$ cat config.mk
export PLATFORM = sky130hd
export DESIGN_NAME = acs_seq
export DESIGN_NICKNAME = d
export VERILOG_FILES = /design/src/hdl/acs_pkg.sv /design/src/hdl/acs_seq.sv /design/src/hdl/acs_fifo.sv
export SDC_FILE = /design/constraint.sdc
export NUM_CORES = 1
export LEC_CHECK = 0
export BUFFER_PORTS_ARGS = -buffer_cell sky130_fd_sc_hd__buf_2
export CAP_MARGIN = 10
export CORE_AREA = 2 2 223 225
export CTS_CLUSTER_DIAMETER = 40
export DETAILED_ROUTE_END_ITERATION = 10
export DIE_AREA = 0 0 225 227
export PLACE_DENSITY = 0.67
export SLEW_MARGIN = 0
export SYNTH_ARGS = -nofsm -noshare
export SYNTH_HDL_FRONTEND = slang
export SYNTH_HIERARCHICAL = 1
export SYNTH_SLANG_ARGS = --single-unit
$ cat constraint.sdc
create_clock -name i_ref_clk -period 3.1 [get_ports i_ref_clk]
set_clock_uncertainty 0.2 [all_clocks]
set_input_delay 0.465 -clock i_ref_clk [delete_from_list [all_inputs] [get_ports i_ref_clk]]
set_output_delay 0.465 -clock i_ref_clk [all_outputs]
set_load 0.05 [all_outputs]
$ cat src/hdl/acs_pkg.sv
// constants and types shared by the conversion sequencer files
`default_nettype none
package acs_pkg;
  localparam int unsigned DATA_W     = 13;
  localparam int unsigned BYTE_W     = 8;
  localparam int unsigned FIFO_DEPTH = 32;
  localparam int unsigned CNT_W      = 13;
  localparam int unsigned ACQ_W      = 7;
  // phase lengths in converter clocks
  localparam logic [12:0] ZERO_CLKS  = 13'h004E;
  localparam logic [12:0] CAL_CLKS   = 13'h1352;
  localparam logic [12:0] CONV_CLKS  = 13'h002C;
  localparam logic [6:0]  ACQ_MIN    = 7'h09;
  localparam logic [6:0]  ACQ_MAX    = 7'h4F;
  localparam logic        TSEL_SYNC_OUT = 1'h0;
  localparam logic        BW_8BIT    = 1'h0;
  localparam logic        BW_13BIT   = 1'h1;
  typedef enum logic [1:0] {
    ACS_CMD_STOP = 2'h0,
    ACS_CMD_RUN  = 2'h1,
    ACS_CMD_ZERO = 2'h2,
    ACS_CMD_CAL  = 2'h3
  } acs_cmd_e;
  typedef enum logic [4:0] {
    ACS_IDLE = 5'b00001,
    ACS_ZERO = 5'b00010,
    ACS_CAL  = 5'b00100,
    ACS_ACQ  = 5'b01000,
    ACS_CONV = 5'b10000
  } acs_state_e;
  // host strobes, all active low
  typedef struct packed {
    logic cs_n;
    logic rd_n;
    logic wr_n;
  } acs_strb_s;
endpackage
`default_nettype wire

$ cat src/hdl/acs_seq.sv
// conversion sequencer with host read/write framing
`default_nettype none
// Overview of operation
// - auto-zero lasts 78 clocks, full calibration 4946 clocks
// - timing-source select 0 is sync-out mode; conversion lasts 44 clocks
// - acquisition programmable 9 to 79 clocks; 9 gives about 222 kHz
// - bus width select 0: results leave over eight data lines
// - bus width select 1: full signed 13-bit result in one transfer
module acs_seq
  import acs_pkg::*;
#(
  parameter int unsigned DW    = DATA_W,
  parameter int unsigned DEPTH = FIFO_DEPTH
) (
  input  wire logic              i_ref_clk,          // converter clock
  input  wire logic              i_rst,              // sync reset, high
  input  wire acs_strb_s         i_strb,             // host cs/rd/wr
  input  wire logic [DW-1:0]     i_data,             // data bus in
  output logic [DW-1:0]          o_data,             // data bus out
  output logic                   o_data_oe,          // data bus drive
  input  wire logic              i_timing_sel,       // 0 sync-out, 1 sync-in
  input  wire logic              i_bus_width_select, // 0 8-bit, 1 13-bit
  input  wire logic [ACQ_W-1:0]  i_acq_clks,         // acquisition clocks
  input  wire logic [DW-1:0]     i_sample,           // comparator result
  input  wire logic              i_sync,             // sync-in level
  output logic                   o_sync,             // sync-out, high in conv in sync-out mode only
  output logic                   o_rdy_n,            // result waiting, low
  output logic                   o_busy              // not idle
);
  acs_state_e        state_r;
  acs_state_e        state_nxt;
  logic [CNT_W-1:0]  cnt_r;
  logic [CNT_W-1:0]  cnt_nxt;
  logic [CNT_W-1:0]  acq_len_r;
  logic [CNT_W-1:0]  ph_cnt_r;
  acs_strb_s         strb_d_r;
  logic              sync_d_r;
  logic              run_r;
  logic              zero_req_r;
  logic              cal_req_r;
  logic              byte_hi_r;
  logic              o_data_oe_r;
  logic [DW-1:0]     o_data_r;
  logic              o_sync_r;
  logic              o_rdy_n_r;
  logic              o_busy_r;
  logic              wr_act;
  logic              rd_fall;
  logic              rd_rise;
  logic              sync_edge;
  logic              done;
  logic              push;
  logic              can_go;
  logic              f_in_ready;
  logic              f_out_valid;
  logic              f_pop;
  logic [DW-1:0]     f_head;
  logic [$clog2(DEPTH):0] f_level;

  function automatic logic [CNT_W-1:0] acq_clamp(input logic [ACQ_W-1:0] n);
    logic [ACQ_W-1:0] v;
    v = n;
    if (n < ACQ_MIN) begin
      v = ACQ_MIN;
    end else if (n > ACQ_MAX) begin
      v = ACQ_MAX;
    end
    return {{(CNT_W-ACQ_W){1'b0}}, v};
  endfunction

  // strobes taken on their edges only while chip select is low
  assign wr_act    = ~i_strb.cs_n & i_strb.wr_n & ~strb_d_r.wr_n;
  assign rd_fall   = ~i_strb.cs_n & ~i_strb.rd_n & strb_d_r.rd_n;
  assign rd_rise   = ~i_strb.cs_n & i_strb.rd_n & ~strb_d_r.rd_n;
  assign sync_edge = i_sync & ~sync_d_r;
  assign done      = (cnt_r == '0);
  assign push      = (state_r == ACS_CONV) & done;
  // room must remain after any push landing this cycle
  assign can_go    = run_r & ((f_level + (($clog2(DEPTH)+1)'(push)))
                     < ($clog2(DEPTH)+1)'(DEPTH))
                     & ((i_timing_sel == TSEL_SYNC_OUT) | sync_edge);
  assign f_pop     = rd_rise & (i_bus_width_select | byte_hi_r);

  always_comb begin
    state_nxt = state_r;
    cnt_nxt   = done ? cnt_r : cnt_r - 1'b1;
    unique case (state_r)
      ACS_IDLE, ACS_CONV: begin
        if (state_r == ACS_CONV && !done) begin
          state_nxt = ACS_CONV;
        end else if (cal_req_r) begin
          state_nxt = ACS_CAL;
          cnt_nxt   = CAL_CLKS - 1'b1;
        end else if (zero_req_r) begin
          state_nxt = ACS_ZERO;
          cnt_nxt   = ZERO_CLKS - 1'b1;
        end else if (can_go) begin
          state_nxt = ACS_ACQ;
          cnt_nxt   = acq_clamp(i_acq_clks) - 1'b1;
        end else begin
          state_nxt = ACS_IDLE;
        end
      end
      ACS_ZERO, ACS_CAL: begin
        if (done) begin
          state_nxt = ACS_IDLE;
        end
      end
      ACS_ACQ: begin
        if (done) begin
          state_nxt = ACS_CONV;
          cnt_nxt   = CONV_CLKS - 1'b1;
        end
      end
    endcase
  end

  always_ff @(posedge i_ref_clk) begin
    if (i_rst) begin
      state_r   <= ACS_IDLE;
      cnt_r     <= '0;
      acq_len_r <= '0;
      ph_cnt_r  <= '0;
    end else begin
      state_r  <= state_nxt;
      cnt_r    <= cnt_nxt;
      ph_cnt_r <= (state_nxt != state_r) ? '0 : ph_cnt_r + 1'b1;
      if (state_nxt == ACS_ACQ && state_r != ACS_ACQ) begin
        acq_len_r <= acq_clamp(i_acq_clks);
      end
    end
  end

  always_ff @(posedge i_ref_clk) begin
    if (i_rst) begin
      strb_d_r <= '{cs_n: 1'b1, rd_n: 1'b1, wr_n: 1'b1};
      sync_d_r <= 1'b0;
    end else begin
      strb_d_r <= i_strb;
      sync_d_r <= i_sync;
    end
  end

  // command flags; a new request beats the clear on starting
  always_ff @(posedge i_ref_clk) begin
    if (i_rst) begin
      run_r      <= 1'b0;
      zero_req_r <= 1'b0;
      cal_req_r  <= 1'b0;
    end else begin
      if (state_nxt == ACS_ZERO && state_r != ACS_ZERO) begin
        zero_req_r <= 1'b0;
      end
      if (state_nxt == ACS_CAL && state_r != ACS_CAL) begin
        cal_req_r <= 1'b0;
      end
      if (wr_act) begin
        unique case (acs_cmd_e'(i_data[1:0]))
          ACS_CMD_STOP: run_r      <= 1'b0;
          ACS_CMD_RUN:  run_r      <= 1'b1;
          ACS_CMD_ZERO: zero_req_r <= 1'b1;
          ACS_CMD_CAL:  cal_req_r  <= 1'b1;
        endcase
      end
    end
  end

  // 8-bit mode: low byte first, then sign-extended high byte
  always_ff @(posedge i_ref_clk) begin
    if (i_rst) begin
      o_data_r    <= '0;
      o_data_oe_r <= 1'b0;
      byte_hi_r   <= 1'b0;
    end else begin
      if (rd_fall) begin
        o_data_oe_r <= 1'b1;
        if (i_bus_width_select == BW_13BIT) begin
          o_data_r <= f_head;
        end else if (!byte_hi_r) begin
          o_data_r <= {{(DW-BYTE_W){1'b0}}, f_head[BYTE_W-1:0]};
        end else begin
          o_data_r <= {{(DW-BYTE_W){1'b0}}, {(2*BYTE_W-DW){f_head[DW-1]}},
                       f_head[DW-1:BYTE_W]};
        end
      end else if (i_strb.rd_n || i_strb.cs_n) begin
        o_data_oe_r <= 1'b0;
      end
      if (i_bus_width_select == BW_13BIT) begin
        byte_hi_r <= 1'b0;
      end else if (rd_rise) begin
        byte_hi_r <= ~byte_hi_r;
      end
    end
  end

  always_ff @(posedge i_ref_clk) begin
    if (i_rst) begin
      o_sync_r  <= 1'b0;
      o_rdy_n_r <= 1'b1;
      o_busy_r  <= 1'b0;
    end else begin
      o_sync_r  <= (state_nxt == ACS_CONV) & (i_timing_sel == TSEL_SYNC_OUT);
      o_rdy_n_r <= ~f_out_valid;
      o_busy_r  <= (state_nxt != ACS_IDLE);
    end
  end

  assign o_data    = o_data_r;
  assign o_data_oe = o_data_oe_r;
  assign o_sync    = o_sync_r;
  assign o_rdy_n   = o_rdy_n_r;
  assign o_busy    = o_busy_r;

  // stalls acquisition start when full, so a slow host loses no result
  acs_fifo #(
    .W (DW),
    .D (DEPTH)
  ) u_fifo (
    .i_ref_clk   (i_ref_clk),
    .i_rst       (i_rst),
    .i_in_valid  (push),
    .o_in_ready  (f_in_ready),
    .i_in_data   (i_sample),
    .o_out_valid (f_out_valid),
    .i_out_ready (f_pop),
    .o_out_data  (f_head),
    .o_level     (f_level)
  );
endmodule
`default_nettype wire

$ cat src/hdl/acs_fifo.sv
// result fifo between the sequencer and the host read port
`default_nettype none
module acs_fifo #(
  parameter int unsigned W = 13,
  parameter int unsigned D = 32
) (
  input  wire logic                 i_ref_clk,   // clock
  input  wire logic                 i_rst,       // sync reset
  input  wire logic                 i_in_valid,  // push request
  output logic                      o_in_ready,  // not full
  input  wire logic [W-1:0]         i_in_data,   // pushed word
  output logic                      o_out_valid, // not empty
  input  wire logic                 i_out_ready, // pop request
  output logic [W-1:0]              o_out_data,  // head word
  output logic [$clog2(D):0]        o_level      // words held
);
  localparam int unsigned AW = $clog2(D);
  logic [W-1:0]  mem_r [D];
  logic [AW:0]   wptr_r;
  logic [AW:0]   rptr_r;
  logic          push;
  logic          pop;

  assign o_level     = wptr_r - rptr_r;
  assign o_in_ready  = (o_level != (AW+1)'(D));
  assign o_out_valid = (wptr_r != rptr_r);
  assign o_out_data  = mem_r[rptr_r[AW-1:0]];
  assign push        = i_in_valid & o_in_ready;
  assign pop         = i_out_ready & o_out_valid;

  always_ff @(posedge i_ref_clk) begin
    if (push) begin
      mem_r[wptr_r[AW-1:0]] <= i_in_data;
    end
  end

  always_ff @(posedge i_ref_clk) begin
    if (i_rst) begin
      wptr_r <= '0;
      rptr_r <= '0;
    end else begin
      if (push) begin
        wptr_r <= wptr_r + 1'b1;
      end
      if (pop) begin
        rptr_r <= rptr_r + 1'b1;
      end
    end
  end
endmodule
`default_nettype wire

Yosys cells after proc, flatten, opt, wreduce, memory -nomap -nowiden
Memories as Yosys holds them, arrays and structs flattened. A register that Yosys moved wholly into a read port is not among the register bits.
Cells that the tools add are included.

word-level totals
  register bits after elaboration = 54
  memory bits (writable) = 416
  output and inout bits = 17
  memories = 1

operators by class
  $add $sub $neg = 6
  order comparisons = 3
  equal/unequal tests = 16
  mux-type cells = 36
  bitwise logic cells = 24
  reductions and logical operators = 13

memories
  name          words  bits a word  read ports  clocked after Yosys merged registers in  write ports  line            text
  u_fifo.mem_r  32     13           1           1                                        1            acs_fifo.sv:18  logic [W-1:0] mem_r [D];

operators by type and width
  cell                                                         number
  2-to-1 mux 13 bit                                            7
  2-to-1 mux 7 bit                                             7
  one-hot mux 13 bit (2 select lines)                          1
  2-to-1 mux 5 bit                                             5
  one-hot mux 5 bit (3 select lines)                           1
  bitwise AND 1 bit                                            14
  zero test 13 bit                                             1
  subtractor 13 x 1 -> 13 bit (second input constant)          1
  adder 6 x 1 -> 6 bit (second input constant)                 2
  2-to-1 mux 4 bit                                             3
  == test 5 x 2 -> 1 bit (second input constant)               2
  == test 5 x 3 -> 1 bit (second input constant)               2
  == test 5 bit (second input constant)                        2
  2-to-1 mux 1 bit                                             10
  2-to-1 mux 8 bit                                             1
  inverter 1 bit                                               8
  subtractor 7 x 1 -> 8 bit (second input constant)            1
  > comparator 7 bit (second input constant)                   1
  less-than comparator 7 x 4 -> 1 bit (second input constant)  1
  adder 6 x 1 -> 6 bit                                         1
  less-than comparator 6 bit (second input constant)           1
  != test 6 bit                                                1
  != test 6 bit (second input constant)                        1
  OR reduction 2 bit                                           3
  other kinds (16)                                             21

Logic depth before layout (Yosys ltp)
  word-level depth = 17
  gate-level depth with buffers = 12

Cells and area by module
Netlist, hierarchy kept.

modules (own cells, without submodules)
  module    instances  cells each  area each (µm²)  sequential area each (µm²)
  acs_fifo  1          748         16956.3          12832.3
  acs_seq   1          290         2339.7           840.8

Worst setup path after synthesis
OpenSTA, ideal clock, no wires.

  path type = reg2reg
  start point = reg u_fifo.wptr_r[0]
  end point = mem u_fifo.mem_r[13][0] (enable)
  library setup time = 382 ps
  arrival = 2652 ps
  slack = -135 ps
  cell stages (with the launch flop) = 11
  period minus slack after synthesis = 3235 ps
  cells stage by stage = dfxtp_1 inv_1 ha_1 fa_1 nand2b_1 a21oi_1 xor2_1 or3_1 buf_2 o211ai_2 nor2_1

on the way
  word-level cells in the longest chain between the ends = 5

RTL lines
  element                                 line            text
  start, declared                         acs_fifo.sv:19  logic [AW:0] wptr_r;
  start signal, assigned                  acs_fifo.sv:43  wptr_r <= wptr_r + 1'b1;
  subtractor 6 bit                        acs_fifo.sv:24  assign o_level = wptr_r - rptr_r;
  named net f_level[4]                    acs_seq.sv:58   logic [$clog2(DEPTH):0] f_level;
  != test 6 bit                           acs_fifo.sv:25  assign o_in_ready = (o_level != (AW+1)'(D));
  bitwise AND 1 bit                       acs_fifo.sv:28  assign push = i_in_valid & o_in_ready;
  2-to-1 mux 1 bit                        acs_fifo.sv:32  if (push) begin
  2-to-1 mux 1 bit (not written as such)  acs_fifo.sv:33  mem_r[wptr_r[AW-1:0]] <= i_in_data;
  end, declared                           acs_fifo.sv:18

The timed path passes the listed nets, and every way through them passes these cells.

Final worst setup path
  start point = reg u_fifo.wptr_r[0]
  end point = reg cnt_r[9]

on the way
  word-level cells in the longest chain between the ends = 10

RTL lines
  element                              line            text
  subtractor 6 bit                     acs_fifo.sv:24
  named net f_level[4]                 acs_seq.sv:58
  adder 6 x 1 -> 6 bit                 acs_seq.sv:79   assign can_go = run_r & ((f_level + (($clog2(DEPTH)+1)'(push)))
  less-than comparator 6 bit           acs_seq.sv:80   < ($clog2(DEPTH)+1)'(DEPTH))
  bitwise AND 1 bit                    acs_seq.sv:79
  bitwise AND 1 bit                    acs_seq.sv:81   & ((i_timing_sel == TSEL_SYNC_OUT) | sync_edge);
  2-to-1 mux 13 bit                    acs_seq.sv:97   end else if (can_go) begin
  2-to-1 mux 13 bit                    acs_seq.sv:94   end else if (zero_req_r) begin
  2-to-1 mux 13 bit                    acs_seq.sv:91   end else if (cal_req_r) begin
  2-to-1 mux 13 bit                    acs_seq.sv:89   if (state_r == ACS_CONV && !done) begin
  one-hot mux 13 bit (2 select lines)  acs_seq.sv:87   unique case (state_r)
  end signal, assigned                 acs_seq.sv:126  cnt_r <= cnt_nxt;
  end, declared                        acs_seq.sv:32   logic [CNT_W-1:0] cnt_r;

The timed path passes the listed nets, and every way through them passes these cells.
A chain may end at the register's enable or synchronous reset.

==> impl_metrics.csv <==
group,metric,value,unit
outcome,status,"complete, no violations",
placed_design,gp_congestion,0.792,
clocking,clk_pin_slew,60,ps
finish,syn_to_final_growth,21.7,%
sta,relSlewSlack,47.3,%
clocking,clockRootBuffer,"clkbuf_16",
global_route,grt_pass1_vias,10479,
sta,slew_violations,0,
global_route,grt_antenna_before_repair,2,
floorplan,core.rowCount,81,
critical_path,rr_worst_depth,13,
floorplan,die_w,225,um
sta,final-setup-viol-count,0,
finish,final_nets,1248,
detailed_routing,firstDrtPassIters,5,
critical_path,crit_arrival,3400,ps
placed_design,numPortBuffers,46,
floorplan,io-pin-count,58,
detailed_routing,drt-wirelength-per-cell,23.1,um
finish,diodes,0,
global_route,grt_max_degree,48,
sta,whs,162,ps
placed_design,dp_slack,-72.5,ps
finish,num-fill-cells,3909,
floorplan,start_util,39.7,%
power_and_ir_drop,clockPowerShare,47.0,%
detailed_routing,drcViolationCount,0,
floorplan,die_h,227,um
finish,stdcell_count,1864,
synthesis,synth_cells,1037,
finish,layout_commonest_cell,"edfxtp_1",
placed_design,dpl.cell_count,1744,
global_route,grtUsageTotal,17.1,%
detailed_routing,ant_nets,0,
sta,rsz0062_at_grt,"yes",
power_and_ir_drop,power,15.1,mW
sta,final.setup.tns,0,ps
clocking,clock_latency,610,ps
sta,report.final.hold_viol_count,0,
worst_hold_path,hp-class,"in -> reg",
synthesis,synth.cell_area,19300,um^2
sta,fin_crit,3090,ps
critical_path,cp.required,3410,ps
power_and_ir_drop,combPwrFrac,6.0,%
worst_hold_path,hold_depth,1,
placed_design,hpwlAfterDp,27.1,mm
detailed_routing,vias_per_cell,5.51,
critical_path,cp-end-kind,"register",
finish,layout_common_cells,"edfxtp_1, mux4_2, nor2_1",
placed_design,place_area,21200,um^2
critical_path,crit_fanout,4,
clocking,cts_buffers,59,
sta,fin_crit_sh,99.7,%
clocking,cts_tree,"built",
power_and_ir_drop,switching_power,3.40,mW
finish,drive_gt1_share,34.1,%
synthesis,syn_avg_cell_area,18.6,um^2
power_and_ir_drop,peakVddDrop,0.412,mV
power_and_ir_drop,power_density,643,nW/um^2
detailed_routing,num_vias,10270,
sta,fmaxAchievable,324,MHz
clocking,htree_num_levels,2,
power_and_ir_drop,switching_share,22.5,%
run,cap_violations,0,
synthesis,yosys_warnings,6,
power_and_ir_drop,p_int,11.7,mW
floorplan,die_area,51100,um^2
clocking,cts.path.max_buffers,3,
synthesis,syn_nets,1092,
power_and_ir_drop,p_leak,7.61,nW
critical_path,crit_type,"reg -> reg",
power_and_ir_drop,sequentialPowerShare,47.1,%
sta,timing.final.ws_setup,9.35,ps
floorplan,coreArea,48500,um^2
global_route,grt_pass1_wl,64.7,mm
finish,final_util,48.4,%
detailed_routing,routed_wl,43.1,mm
detailed_routing,drt_iter0_drc,1039,
finish,final_area,23500,um^2
critical_path,critPathLaunchType,"register",
sta,tightest_slew,790,ps
clocking,cts_sinks,475,
global_route,overflow,0,
## worst paths after layout
kind / startpoint / endpoint / slack, ps
setup / recovery: u_fifo/wptr_r[0] / cnt_r[9] / 9
hold / removal: i_sample[6] / u_fifo/mem_r[5][6] / 160
setup reg to reg: u_fifo/wptr_r[0] / cnt_r[9] / 9
hold reg to reg: o_data[11] / o_data[11] / 250
## power groups by stage
stage,combinational [mW],clock (mW),sequential (mW)
after floorplan,0.607,0,7.24
after global placement,0.850,0,7.23
after detailed placement,0.876,0,7.24
after CTS,0.894,7.23,7.10
after global routing,1.01,7.48,7.11
final,0.904,7.09,7.10
## final cells by class
type	instances	area [um^2]	area share, %
repair buffers	149	1490	6.34
flip-flops and latches	475	13700	58.3
multi-input cells	490	5400	23.0
well taps	622	778	3.31
clock buffers	62	1490	6.34
clock inverters	48	579	2.47
inverters	18	67.6	0.288
## registers in the layout (all words and copies together), names as in the netlist, 2 cells and up, named ones only
signal,flops
u_fifo/wptr_r,6
o_data,13
strb_d_r,2
state_r,5
u_fifo/rptr_r,6
cnt_r,13
u_fifo/mem_r,416
## critical path, cell delays in order (launching register included)
cell and delay (ps):
dfxtp_2 330, inv_2 50, ha_4 160, fa_2 390, nand2b_4 150, a21oi_2 150
xor2_1 200, and4_1 230, nand4_1 150, buf_4 200, nor3_4 210, o31a_1 330
nor3_2 80, a211oi_1 190
## per-layer routing
metal | GRT usage (%) | part of all wire [%] | up-vias
li1 | - | - | 4533
met1 | 22.8 | 42 | 5315
met2 | 27.9 | 48 | 338
met3 | 4.41 | 7.4 | 80
met4 | 5.23 | 2.5 | 4
met5 | 0 | 0.053 | -
## repair_timing
| item | CTS | global route |
|---|---|---|
| endpoints found under the hold margin | 14 | 0 |
| cloned | 0 | 0 |
| setup buffers | 1 | 1 |
| gates resized for setup | 5 | 15 |
| pin swaps | 7 | 16 |
| endpoints found under the setup margin | 53 | 126 |
| hold buffers | 9 | 0 |
No activity file was read; power rests on OpenSTA's default activity.
